**config.mk**
```make
export PLATFORM = sky130hd
export DESIGN_NAME = wid_dispatch
export DESIGN_NICKNAME = d
export VERILOG_FILES = /design/src/verilog/wid_pkg.sv /design/src/verilog/wid_dispatch.sv
export SDC_FILE = /design/constraint.sdc
export NUM_CORES = 1
export LEC_CHECK = 0
export BUFFER_PORTS_ARGS = -buffer_cell sky130_fd_sc_hd__buf_2
export CAP_MARGIN = 40
export CORE_MARGIN = 3
export CORE_UTILIZATION = 35
export CTS_CLUSTER_SIZE = 10
export DETAILED_ROUTE_END_ITERATION = 8
export PLACE_DENSITY = 0.69
export SYNTH_ARGS = -nofsm -noshare
export SYNTH_HDL_FRONTEND = slang
export SYNTH_SLANG_ARGS = --single-unit
```
**constraint.sdc**
```tcl
create_clock -name clk_i -period 1 [get_ports clk_i]
set_input_delay 0.15 -clock clk_i [delete_from_list [all_inputs] [get_ports clk_i]]
set_output_delay 0.15 -clock clk_i [all_outputs]
set_load 0.02 [all_outputs]
```
**src/verilog/wid_pkg.sv**
```systemverilog
/*
 * Constants for the wake-up and interrupt dispatch block.
 * Assumes nothing of its surroundings; imported by the block's module header.
 */
package wid_pkg;

    // ------------------------------------------------------------
    // Source indices and count
    // ------------------------------------------------------------
    localparam int WID_NSRC = 4;
    localparam int WID_SRC_EXT = 0;
    localparam int WID_SRC_PORT = 1;
    localparam int WID_SRC_TMR = 2;
    localparam int WID_SRC_SPI = 3;

    // ------------------------------------------------------------
    // Operating modes and vectors
    // ------------------------------------------------------------
    typedef enum logic [1:0] {
        WID_MODE_SLEEP,
        WID_MODE_IDLE,
        WID_MODE_GREEN,
        WID_MODE_NORMAL
    } wid_mode_t;

    localparam logic [7:0] WID_PORT_VECTOR = 8'h06;
    localparam logic [7:0] WID_VEC_RESET = 8'h00;

endpackage : wid_pkg

```
**src/verilog/wid_dispatch.sv**
```systemverilog
/*
 * Wake-up and interrupt dispatch for four event sources.
 * Assumes events and the core sequencer run on clk_i; source flags are
 * single-cycle pulses from on-chip logic, software clears pending flags.
 */
// Functional notes
// Sleep or idle: enabled-wake event wakes; without global or source irq enable, resume next.
// Sleep or idle with global, wake and irq enables: wake and branch; timer idle only.
// Serial peripheral wakes the core only while operating as slave.
// Irq enable zero gives no branch awake; wake enable zero gives no wake asleep.
// Green or normal: irq-enabled event branches if global enabled, else continues.
// Global disabled before sleep: resume at instruction after the sleep instruction.
// Port change interrupt taken transfers execution to vector 006H.
// Software disables the watchdog before sleeping on a non-reset wake source.
// Each source event latches as pending until software clears it.
`timescale 1ns/10ps
`default_nettype none

module wid_dispatch
    import wid_pkg::*;
(
    // Clock and reset
    input wire logic clk_i,
    input wire logic rstn_i,
    // Event sources, one-cycle pulses; the serial slave status is a level
    input wire logic ext_pin_evt_i,
    input wire logic port_change_evt_i,
    input wire logic main_timer_ovf_i,
    input wire logic serial_periph_rx_i,
    input wire logic serial_periph_slave_i,
    // Enables
    input wire logic ext_pin_wake_en_i,
    input wire logic ext_pin_irq_en_i,
    input wire logic port_change_wake_en_i,
    input wire logic port_change_irq_en_i,
    input wire logic timer_overflow_irq_en_i,
    input wire logic serial_periph_wake_en_i,
    input wire logic serial_periph_irq_en_i,
    // Core state
    input wire logic global_irq_en_i,
    input wire wid_mode_t mode_i,
    input wire logic [WID_NSRC-1:0] pend_clr_i,
    // Decisions to the core sequencer
    output logic [WID_NSRC-1:0] pending_o,
    output logic wake_o,
    output logic branch_o,
    output logic resume_next_o,
    output logic [7:0] vector_o
);

    // ------------------------------------------------------------
    // Elaboration checks
    // ------------------------------------------------------------
    // The event and enable vectors below are packed for exactly these four source slots.
    if (WID_NSRC != 4) begin : g_nsrc_check
        $error("source count must be four");
    end
    if (WID_SRC_EXT != 0 || WID_SRC_PORT != 1 || WID_SRC_TMR != 2 || WID_SRC_SPI != 3) begin : g_slot_check
        $error("source slots must follow the packing order");
    end

    // ------------------------------------------------------------
    // Pending flags
    // ------------------------------------------------------------
    logic [WID_NSRC-1:0] evt;
    logic [WID_NSRC-1:0] wake_en;
    logic [WID_NSRC-1:0] irq_en;
    logic [WID_NSRC-1:0] pend_reg;
    logic [WID_NSRC-1:0] wake_req;
    logic [WID_NSRC-1:0] irq_req;
    logic asleep;
    logic [7:0] vec_next;
    logic wake_irq_hit;
    logic wake_next;
    logic branch_next;
    logic resume_next;

    assign evt = {serial_periph_rx_i, main_timer_ovf_i, port_change_evt_i, ext_pin_evt_i};
    // The timer has no wake enable; in idle its irq enable alone wakes the core.
    assign wake_en = {serial_periph_wake_en_i & serial_periph_slave_i,
                      (mode_i == WID_MODE_IDLE) & timer_overflow_irq_en_i,
                      port_change_wake_en_i, ext_pin_wake_en_i};
    assign irq_en = {serial_periph_irq_en_i, timer_overflow_irq_en_i,
                     port_change_irq_en_i, ext_pin_irq_en_i};
    assign asleep = (mode_i == WID_MODE_SLEEP) || (mode_i == WID_MODE_IDLE);

    // Set beats clear so an event arriving during the clear is kept.
    genvar g;
    generate
        for (g = 0; g < WID_NSRC; g++) begin : g_pend
            always_ff @(posedge clk_i or negedge rstn_i) begin
                if (!rstn_i) begin
                    pend_reg[g] <= 1'b0;
                end else if (evt[g]) begin
                    pend_reg[g] <= 1'b1;
                end else if (pend_clr_i[g]) begin
                    pend_reg[g] <= 1'b0;
                end
            end
        end
    endgenerate

    assign wake_req = pend_reg & wake_en;
    assign irq_req = pend_reg & irq_en;

    // ------------------------------------------------------------
    // Decision
    // ------------------------------------------------------------
    // Lowest source index wins the vector when several are pending.
    // The vector is offered even when no branch follows; the sequencer uses it only on a branch.
    always_comb begin
        vec_next = WID_VEC_RESET;
        for (int i = WID_NSRC - 1; i >= 0; i--) begin
            if (irq_req[i]) begin
                vec_next = (i == WID_SRC_PORT) ? WID_PORT_VECTOR : 8'(i + 1);
            end
        end
    end

    // A sleeping core branches only for a source that both woke it and may interrupt.
    assign wake_irq_hit = |(wake_req & irq_en);

    always_comb begin
        wake_next = 1'b0;
        branch_next = 1'b0;
        resume_next = 1'b0;
        if (asleep) begin
            wake_next = |wake_req;
            branch_next = global_irq_en_i && wake_irq_hit;
            resume_next = |wake_req && !(global_irq_en_i && wake_irq_hit);
        end else begin
            branch_next = global_irq_en_i && |irq_req;
            resume_next = !global_irq_en_i && |irq_req;
        end
    end

    // ------------------------------------------------------------
    // Output registers
    // ------------------------------------------------------------
    always_ff @(posedge clk_i or negedge rstn_i) begin
        if (!rstn_i) begin
            wake_o <= 1'b0;
        end else begin
            wake_o <= wake_next;
        end
    end

    always_ff @(posedge clk_i or negedge rstn_i) begin
        if (!rstn_i) begin
            branch_o <= 1'b0;
        end else begin
            branch_o <= branch_next;
        end
    end

    always_ff @(posedge clk_i or negedge rstn_i) begin
        if (!rstn_i) begin
            resume_next_o <= 1'b0;
        end else begin
            resume_next_o <= resume_next;
        end
    end

    always_ff @(posedge clk_i or negedge rstn_i) begin
        if (!rstn_i) begin
            vector_o <= WID_VEC_RESET;
        end else begin
            vector_o <= vec_next;
        end
    end

    // The copy runs one cycle behind the internal flags, in step with the decisions.
    always_ff @(posedge clk_i or negedge rstn_i) begin
        if (!rstn_i) begin
            pending_o <= '0;
        end else begin
            pending_o <= pend_reg;
        end
    end
endmodule : wid_dispatch

`default_nettype wire

```
==> key figures, run 1 <==
Die
  • DIE HEIGHT: roughly 48 um
  • Core Footprint: 0.00158 mm^2
  • Initial Util: about two fifths
  • Die X: ~48 um
  • Row Count: 14
  • Ports: 36
  • Die area: around 0.0023 mm^2

Worst hold path
  • Min-delay src: global_irq_en_i
  • Worst Hold Class: primary input to register

Synthesis
  • Post-synth top cells: 14 x dfrtp_1, 6 x nand2_1, 5 x buf_4, 5 x inv_1, 5 x nand3_1
  • Syn Inst Count: 52
  • Synth async-reset ratio: between 90% and 100%
  • Most common cell in the netlist: dfrtp_1
  • Yosys warns: 0
  • Yosys top cell by area: dfrtp_1
  • Post-synthesis sequential area ratio: between 50% and 60%
  • Synthesized area per cell: about 12 um^2
  • Post-synth EDFFs: 0
  • Cell area after synthesis: ~600 um^2
  • Ys flop type: dfrtp_1
  • Synth unique cells: 19
  • Synth area leaders: dfrtp_1 57%, buf_4 6.1%, a21o_1 4.9%
  • Synth top area share: 57.0%
  • Synthesized flop and latch total: 14

Timing
  • Post-route minimum period: ~1.1 ns
  • Final clock skew: 0.00317 ns
  • Final WS setup: -0.0570 ns
  • Setup Viol. Count Final: 2
  • Period utilization: 106%
  • Final hold violations: 0
  • Max frequency: ~950 MHz
  • Max Slew Vio Count: 0
  • Min Hold Slack: about 0.043 ns
  • RSZ-0062 raised after global routing: true
  • Setup TNS: -0.0938 ns

Outcome
  • Failing checks: negative setup slack
  • Outcome: finished, violations left

Detailed routing
  • Via count: between 400 and 500
  • Post-DRT Antenna Nets: 0
  • Pre-Repair DR Iteration Count: 4
  • Routed len/inst: approximately 11 um
  • Routed WL: roughly 1200 um
  • Initial DRC count: 7
  • # DRC: 0
  • DR vias/cell: around 4.6

Critical path
  • Critical path type: register to register
  • Crit Reg-Reg Startpoint: pend_reg[1]
  • Crit path launch: pend_reg[1]
  • Critical path endpoint category: register
  • Setup crit start kind: register
  • Arr. time, crit path: between 1 and 1.5 ns
  • Req. time, crit path: approximately 1.2 ns
  • Worst-path maximum fanout: 5

Finish
  • Nets: 115
  • Share of layout cells above drive strength 1: roughly 52%
  • Filler cell count: around 150
  • Core Util, Final: a little over half
  • Ant diodes: 0
  • Layout area overhead: 40.9%

CTS
  • CTS tree: done
  • Longest Clk Path Bufs: 2
  • H-tree Lvls: 1
  • Clock Sinks: 14
  • CTS buffer count: 3
  • Clk Latency, worst-skew pair: approximately 0.27 ns
  • CTS clk-pin slew, worst paths: around 0.090 ns
  • Clock Tree Root: clkbuf_4

Power
  • Clock share of power: a little under a third
  • Switching share of total power: between 20% and 30%
  • Leak Pwr: between 0.4 and 0.5 nW
  • Comb power frac: around a fifth
  • P_int: 0.961 mW
  • Total power divided by cell area: 1520 mW/mm^2
  • Flop pwr share: 48.1%
  • Switching pwr: 0.354 mW
  • Max VDD drop: 0.000678 V

Place
  • Detailed Place HPWL: 982 um
  • Pre-CTS setup slack: -0.0714 ns
  • IO buf count: 30
  • RD Place Congestion: 0.747

Global routing
  • Pin count of the biggest net entering global routing: 15
  • Vias in the first global route: about 430
  • Grt ovf: 0
  • Antenna violations before repair: 0
  • Total GRT Usage: roughly an eighth
  • First-pass GRT wire length: around 1800 um

Job
  • Max Cap Viol: 0
[worst max-delay path, cell delays in order, from the launching register on]
cell,delay [ns]
dfrtp_1,0.44
a22oi_2,0.21
nand3_1,0.10
o211a_1,0.20
[area by class of cell]
type / count / area [um^2] / area share (%)
repair buffers: 38 / 213 / 24.6
clock buffers: 4 / 36.3 / 4.19
well taps: 16 / 20.0 / 2.31
flip-flops and latches: 14 / 350 / 40.5
multi-input cells: 32 / 228 / 26.3
inverters: 5 / 18.8 / 2.17
[power groups by stage]
stage	sequential (mW)	combinational (mW)	clock, mW
floorplan	0.692	0.114	0
global placement	0.644	0.275	0
detailed placement	0.644	0.277	0
CTS	0.632	0.293	0.412
global route	0.639	0.312	0.439
finish	0.632	0.281	0.402
[cell usage in the layout (no fill, tap or decap)]
master and n:
buf_2 30, dfrtp_1 14, buf_4 7, nand2_1 6
nand3_1 5, inv_1 5, conb_1 5, a21o_1 4
clkbuf_4 3, a22oi_2 2, a21boi_0 1, a21oi_2 1
nand4b_4 1, nand2b_4 1, a31oi_1 1, nand4_1 1
and4_4 1, a2bb2oi_2 1, o211a_1 1, nor2_1 1
clkbuf_8 1, dlygate4sd3_1 1
[stage by stage]
| stage | total power, mW | cell area (um^2) | cells |
|---|---|---|---|
| floorplan | 0.806 | 634 | 56 |
| global placement | 0.919 | 812 | 103 |
| detailed placement | 0.922 | 812 | 103 |
| CTS | 1.34 | 877 | 110 |
| global route | 1.39 | 866 | 109 |
| finish | 1.31 | 866 | 109 |
[timing repair]
action                                 4_1_cts  5_1_grt
resized for setup                            1        0
endpoints found under the hold margin       14        0
setup buffers                                2        0
hold buffers                                 1        0
setup endpoints to repair                    2        3
[cells by family after synthesis]
| group | synth area share, % |
|---|---|
| simple gates | 17.3 |
| flops | 57.0 |
| compound gates | 15.9 |
| buf+inv | 9.17 |
| other cells | 0.610 |
[final timing paths]
| kind | to | slack, ns | cells past startpoint |
|---|---|---|---|
| max in group asynchronous | pend_reg[1] | 0.48 | 2 |
| min in group asynchronous | vector_o[1] | 0.29 | 2 |
| worst max-delay path | branch_o | -0.06 | 3 |
| worst max register to register | branch_o | -0.06 | 3 |
| worst min register to register | pending_o[3] | 0.57 | 1 |
| worst min-delay path | resume_next_o | 0.04 | 2 |
[metal layers]
layer  wire, um  global-route usage, %  vias up  part of all wire (%)
met5          0                      0        -                     0
met3        123                   3.01        2                    10
met4         14                   9.68        0                   1.2
met1        535                   16.3      216                    44
met2        542                   16.6       28                    45
li1           -                      -      251                     -
Power figures use the tool's default switching activity.
==> inputs of run 2 (changes only) <==
ABC_AREA = 1   (was not set)
CORE_UTILIZATION = 37   (was 35)
PLACE_DENSITY = 0.73   (was 0.69)
==> key figures, run 2 <==
CTS
  • Longest Clk Path Bufs: 2
  • CTS tree: done
  • CTS buffer count: 3
  • H-tree Lvls: 1
  • CTS clk-pin slew, worst paths: about 0.080 ns
  • Clock Tree Root: clkbuf_4
  • Clk Latency, worst-skew pair: around 0.28 ns
  • Clock Sinks: 14

Synthesis
  • Post-synth EDFFs: 0
  • Post-synth top cells: 15 x nand2_1, 14 x dfrtp_1, 12 x inv_1, 9 x nand3_1, 5 x buf_4
  • Synth area leaders: dfrtp_1 58%, nand2_1 9.3%, nand3_1 7.5%
  • Cell area after synthesis: a little over 600 um^2
  • Ys flop type: dfrtp_1
  • Post-synthesis sequential area ratio: 58.0%
  • Synth top area share: between 50% and 60%
  • Yosys top cell by area: dfrtp_1
  • Synth unique cells: 12
  • Syn Inst Count: 66
  • Most common cell in the netlist: nand2_1
  • Yosys warns: 0
  • Synthesized flop and latch total: 14
  • Synthesized area per cell: 9.16 um^2
  • Synth async-reset ratio: 100%

Critical path
  • Critical path type: register to register
  • Top Family by Delay on Critical Path: flip-flops
  • Req. time, crit path: 1.16 ns
  • Crit path buf inv count: 1
  • Critical-path top delay cell: dfrtp_1
  • Critical path endpoint category: register
  • Most used cell along the critical path: nand2_1
  • Arr. time, crit path: 1.15 ns
  • Worst-path maximum fanout: 5
  • Setup crit start kind: register
  • Worst path cell trace: nand2_1, nand2_1, inv_2, a31oi_1, nor2_1
  • Critical path's largest stage delay: around 0.41 ns

Global routing
  • Grt met3 use: under 10%
  • Grt ovf: 0
  • Antenna violations before repair: 0
  • Total GRT Usage: 13.5%
  • Vias in the first global route: roughly 490
  • GRT Max-Usage Layer: met2
  • First-pass GRT wire length: 1970 um
  • Met1 usage: roughly 14%
  • Pin count of the biggest net entering global routing: 15
  • Met2 usage: ~25%

Place
  • Detailed Place HPWL: between 900 and 1000 um
  • Pre-CTS setup slack: 0.00298 ns
  • IO buf count: 30
  • RD Place Congestion: between 0.7 and 0.8

Timing
  • Post-route minimum period: 0.989 ns
  • Final WS setup: 0.0106 ns
  • Min Hold Slack: roughly 0.038 ns
  • RSZ-0062 raised after global routing: true
  • Final hold violations: 0
  • Period utilization: a little over nine tenths
  • Max frequency: 1010 MHz
  • Max Slew Vio Count: 0
  • Setup Viol. Count Final: 0
  • Final clock skew: roughly 0.003 ns
  • Setup TNS: 0 ns

Power
  • P_int: ~0.95 mW
  • Clock share of power: about 30%
  • Comb power frac: a little over a fifth
  • Switching pwr: 0.367 mW
  • Max VDD drop: about 0.00089 V
  • Leak Pwr: around 0.52 nW
  • Switching share of total power: roughly 28%
  • Flop pwr share: between 40 and 50%
  • Total power divided by cell area: approximately 1500 mW/mm^2

Die
  • Die area: around 0.0022 mm^2
  • Ports: 36
  • Row Count: 13
  • DIE HEIGHT: about 46 um
  • Initial Util: approximately 43%
  • Die X: between 40 and 50 um
  • Core Footprint: 0.00142 mm^2

Finish
  • Share of layout cells above drive strength 1: 48.6%
  • Commonest non-fill, non-tap cell in the layout: buf_2
  • Nets: roughly 130
  • Most frequent cells in the layout: 30 x buf_2, 14 x dfrtp_1, 13 x nand2_1
  • Layout area overhead: 44.7%
  • Ant diodes: 0

Detailed routing
  • Via count: between 500 and 600
  • Routed WL: 1320 um
  • Post-DRT Antenna Nets: 0
  • Initial DRC count: 5
  • DR vias/cell: around 4.5
  • # DRC: 0
  • Routed len/inst: approximately 11 um
  • Pre-Repair DR Iteration Count: 4

Outcome
  • Outcome: complete, no violations

Worst hold path
  • Worst Hold Class: primary input to register

Job
  • Max Cap Viol: 0
[run 2: cell types whose count changed after synthesis, moves of 4 or more]
cell      delta
a21o_1       -4
o21bai_1     +4
nand3_1      +4
inv_1        +7
nand2_1      +9
[run 2: final timing paths]
kind	startpoint	endpoint	slack (ns)	depth (start not counted)
hold reg to reg	pend_reg[2]	pending_o[2]	0.46	0
min in group asynchronous	rstn_i	pend_reg[1]	0.28	2
setup / recovery	pend_reg[2]	vector_o[2]	0.01	5
setup reg to reg	pend_reg[2]	vector_o[2]	0.01	5
hold / removal	pend_clr_i[0]	pend_reg[0]	0.04	2
max in group asynchronous	rstn_i	pending_o[3]	0.50	2
[run 2: timing repair]
action                                  CTS  global route
buffers inserted                          1             6
resized for setup                         0            10
pin swaps                                 0             6
endpoints found under the setup margin    1             3
cloned                                    0             0
endpoints found under the hold margin    14             0
hold buffers                              1             0
[run 2: per-stage QoR]
stage	instances	util (%)	area (um^2)	power, mW
3_5_place_dp	110	53.1	751	0.881
2_1_floorplan	70	-	619	0.790
4_1_cts	116	56.9	805	1.28
3_3_place_gp	110	53.1	751	0.875
5_1_grt	122	61.8	875	1.38
6_report	122	61.8	875	1.32
[run 2: cell families (layout without fill, tap and decap cells)]
| family | Yosys count | count (layout) | share of synthesized area, % |
|---|---|---|---|
| AO/OA/AOI/OAI | 6 | 6 | 7.25 |
| AND/OR/NAND/NOR | 28 | 28 | 20.5 |
| buffers and inverters | 17 | 54 | 13.7 |
| flip-flops | 14 | 14 | 58.0 |
| other | 1 | 5 | 0.621 |
[run 2: power groups by stage]
stage	registers [mW]	logic (mW)	clock network, mW
after floorplan	0.692	0.0984	0
after global placement	0.643	0.232	0
after detailed placement	0.646	0.236	0
after CTS	0.634	0.245	0.404
after global routing	0.638	0.318	0.429
final	0.633	0.286	0.399
[run 2: area by class of cell]
type,instances,area [um^2]
Tap cell,15,18.8
Fill cell,134,541
Sequential cell,14,350
Timing Repair Buffer,38,213
Multi-Input combinational cell,39,211
Inverter,12,45.0
Clock buffer,4,36.3
[run 2: routing by layer]
metal  vias to the layer above  routed length [um]
met1                       243                 487
met4                         0                  33
li1                        277                   -
met2                        23                 703
met3                         4                 100
met5                         -                   0
==> inputs of run 3 (changes only) <==
CORE_UTILIZATION = 40   (was 37)
PLACE_DENSITY = 0.75   (was 0.73)
clock period = 1.13 ns   (was 1 ns; I/O delays follow)
==> key figures, run 3 (synthesis results as in run 2) <==
CTS
  • Post-cts resize count: 0
  • CTS tree: done
  • H-tree Lvls: 1
  • CTS clk-pin slew, worst paths: approximately 0.080 ns
  • Cts hold-fix bufs: 1
  • CTS buffer count: 3
  • Clock Sinks: 14
  • # Post-CTS Setup Buffers: 0
  • Clock Tree Root: clkbuf_4
  • Longest Clk Path Bufs: 2
  • Clk Latency, worst-skew pair: ~0.27 ns

Global routing
  • Antenna violations before repair: 0
  • Total GRT Usage: ~13%
  • Grt ovf: 0
  • First-pass GRT wire length: approximately 1800 um
  • Vias in the first global route: between 400 and 500
  • Pin count of the biggest net entering global routing: 15

Critical path
  • Worst reg2reg setup slack: roughly 0.13 ns
  • Critical-path top delay cell: dfrtp_1
  • Setup crit start kind: register
  • Crit path launch: pend_reg[1]
  • Worst path cell trace: nand2_1, nand2_1, inv_1, nand2_1, nand3_1, nand2_1, nand2_1, inv_1
  • Critical path type: register to register
  • Worst Reg-to-Reg Cells: 8
  • Req. time, crit path: around 1.3 ns
  • Most used cell along the critical path: nand2_1
  • Crit Reg-Reg Startpoint: pend_reg[1]
  • Critical path's largest stage delay: 0.43 ns
  • Arr. time, crit path: approximately 1.2 ns
  • Crit Reg-Reg Endpoint: resume_next_o
  • Critical path endpoint category: register
  • Worst-path maximum fanout: 6
  • CP endpoint: resume_next_o

Die
  • Row Count: 13
  • Ports: 36
  • DIE HEIGHT: 44.9 um
  • Initial Util: about 44%
  • Core Footprint: around 0.0014 mm^2
  • Die X: roughly 45 um
  • Die area: 0.00201 mm^2

Finish
  • Layout area overhead: 31.9%
  • Multi-input logic area: approximately 190 um^2
  • Most frequent cells in the layout: 30 x buf_2, 15 x nand2_1, 14 x dfrtp_1
  • Ant diodes: 0
  • Nets: around 120
  • Commonest non-fill, non-tap cell in the layout: buf_2
  • FF+latch area: 350 um^2
  • Share of layout cells above drive strength 1: 35.0%
  • Filler cell count: 140
  • Core Util, Final: roughly 58%
  • Post-route insts no fill: approximately 120

Timing
  • RSZ-0062 raised after global routing: false
  • Max Slew Vio Count: 0
  • Max frequency: 1000 MHz
  • Setup TNS: 0 ns
  • Final clock skew: 0.000149 ns
  • Final hold violations: 0
  • Setup Viol. Count Final: 0
  • Period utilization: 88.1%
  • Post-route minimum period: 0.995 ns

Power
  • Design Power: about 1.1 mW
  • Max VDD drop: around 0.00068 V
  • Total power divided by cell area: around 1400 mW/mm^2
  • Leak Pwr: a little under 0.5 nW

Detailed routing
  • Pre-Repair DR Iteration Count: 4
  • Post-DRT Antenna Nets: 0
  • DR vias/cell: 4.56
  • Routed WL: 1170 um
  • Routed len/inst: about 10 um
  • # DRC: 0
  • Via count: 524
  • Initial DRC count: 7

Place
  • Detailed Place HPWL: 908 um
  • Dpl cells: between 100 and 150
  • IO buf count: 30
  • RD Place Congestion: between 0.7 and 0.8

Outcome
  • Outcome: complete, no violations

Job
  • Max Cap Viol: 0

Worst hold path
  • Worst Hold Class: primary input to register
## run 3: changes by cell type in the layout (fill, tap and decap cells not counted), sizes merged
cell	delta
buf	-7
## run 3: layer usage
metal / vias to the layer above / GRT usage [%] / part of all wire, %
met5: - / 0 / 0
met4: 0 / 5.26 / 0
met3: 0 / 3.59 / 6.3
met2: 20 / 22.6 / 51
met1: 236 / 13.6 / 42
li1: 268 / - / -
## run 3: layout make-up
type	count	area share, %
inverter	12	5.65
timing repair buffer	31	20.1
clock buffer	4	4.55
sequential	14	44.0
multi-input combinational	39	23.4
tap	15	2.35
## run 3: worst max-delay path, delay by kind of cell (launching register included)
family        cells  cell delay (ns)
simple gates      6             0.38
buf+inv           2             0.09
flops             1             0.43
## run 3: where the power goes
part	switching (mW)	total (mW)	internal, mW
clock	0.155	0.350	0.196
combinational	0.130	0.209	0.0782
sequential	0.0196	0.561	0.541
## run 3: through the flow
stage	worst slack, ns	cell area [um^2]	hold slack, ns
after global placement	0.159	751	0.0697
after global routing	0.00737	797	0.0522
after detailed placement	0.144	751	0.0740
after CTS	0.130	797	0.0519
after floorplan	0.215	619	-0.126
final	0.135	797	0.0597
## run 3: worst min path at each step
stage	startpoint	end	cells after the start
after CTS	pend_clr_i[3]	pend_reg[3]	2
after global routing	pend_clr_i[0]	pend_reg[0]	2
final	pend_clr_i[0]	pend_reg[0]	2
after detailed placement	rstn_i	pending_o[1]	1
after global placement	rstn_i	pending_o[1]	1
after floorplan	rstn_i	branch_o	0
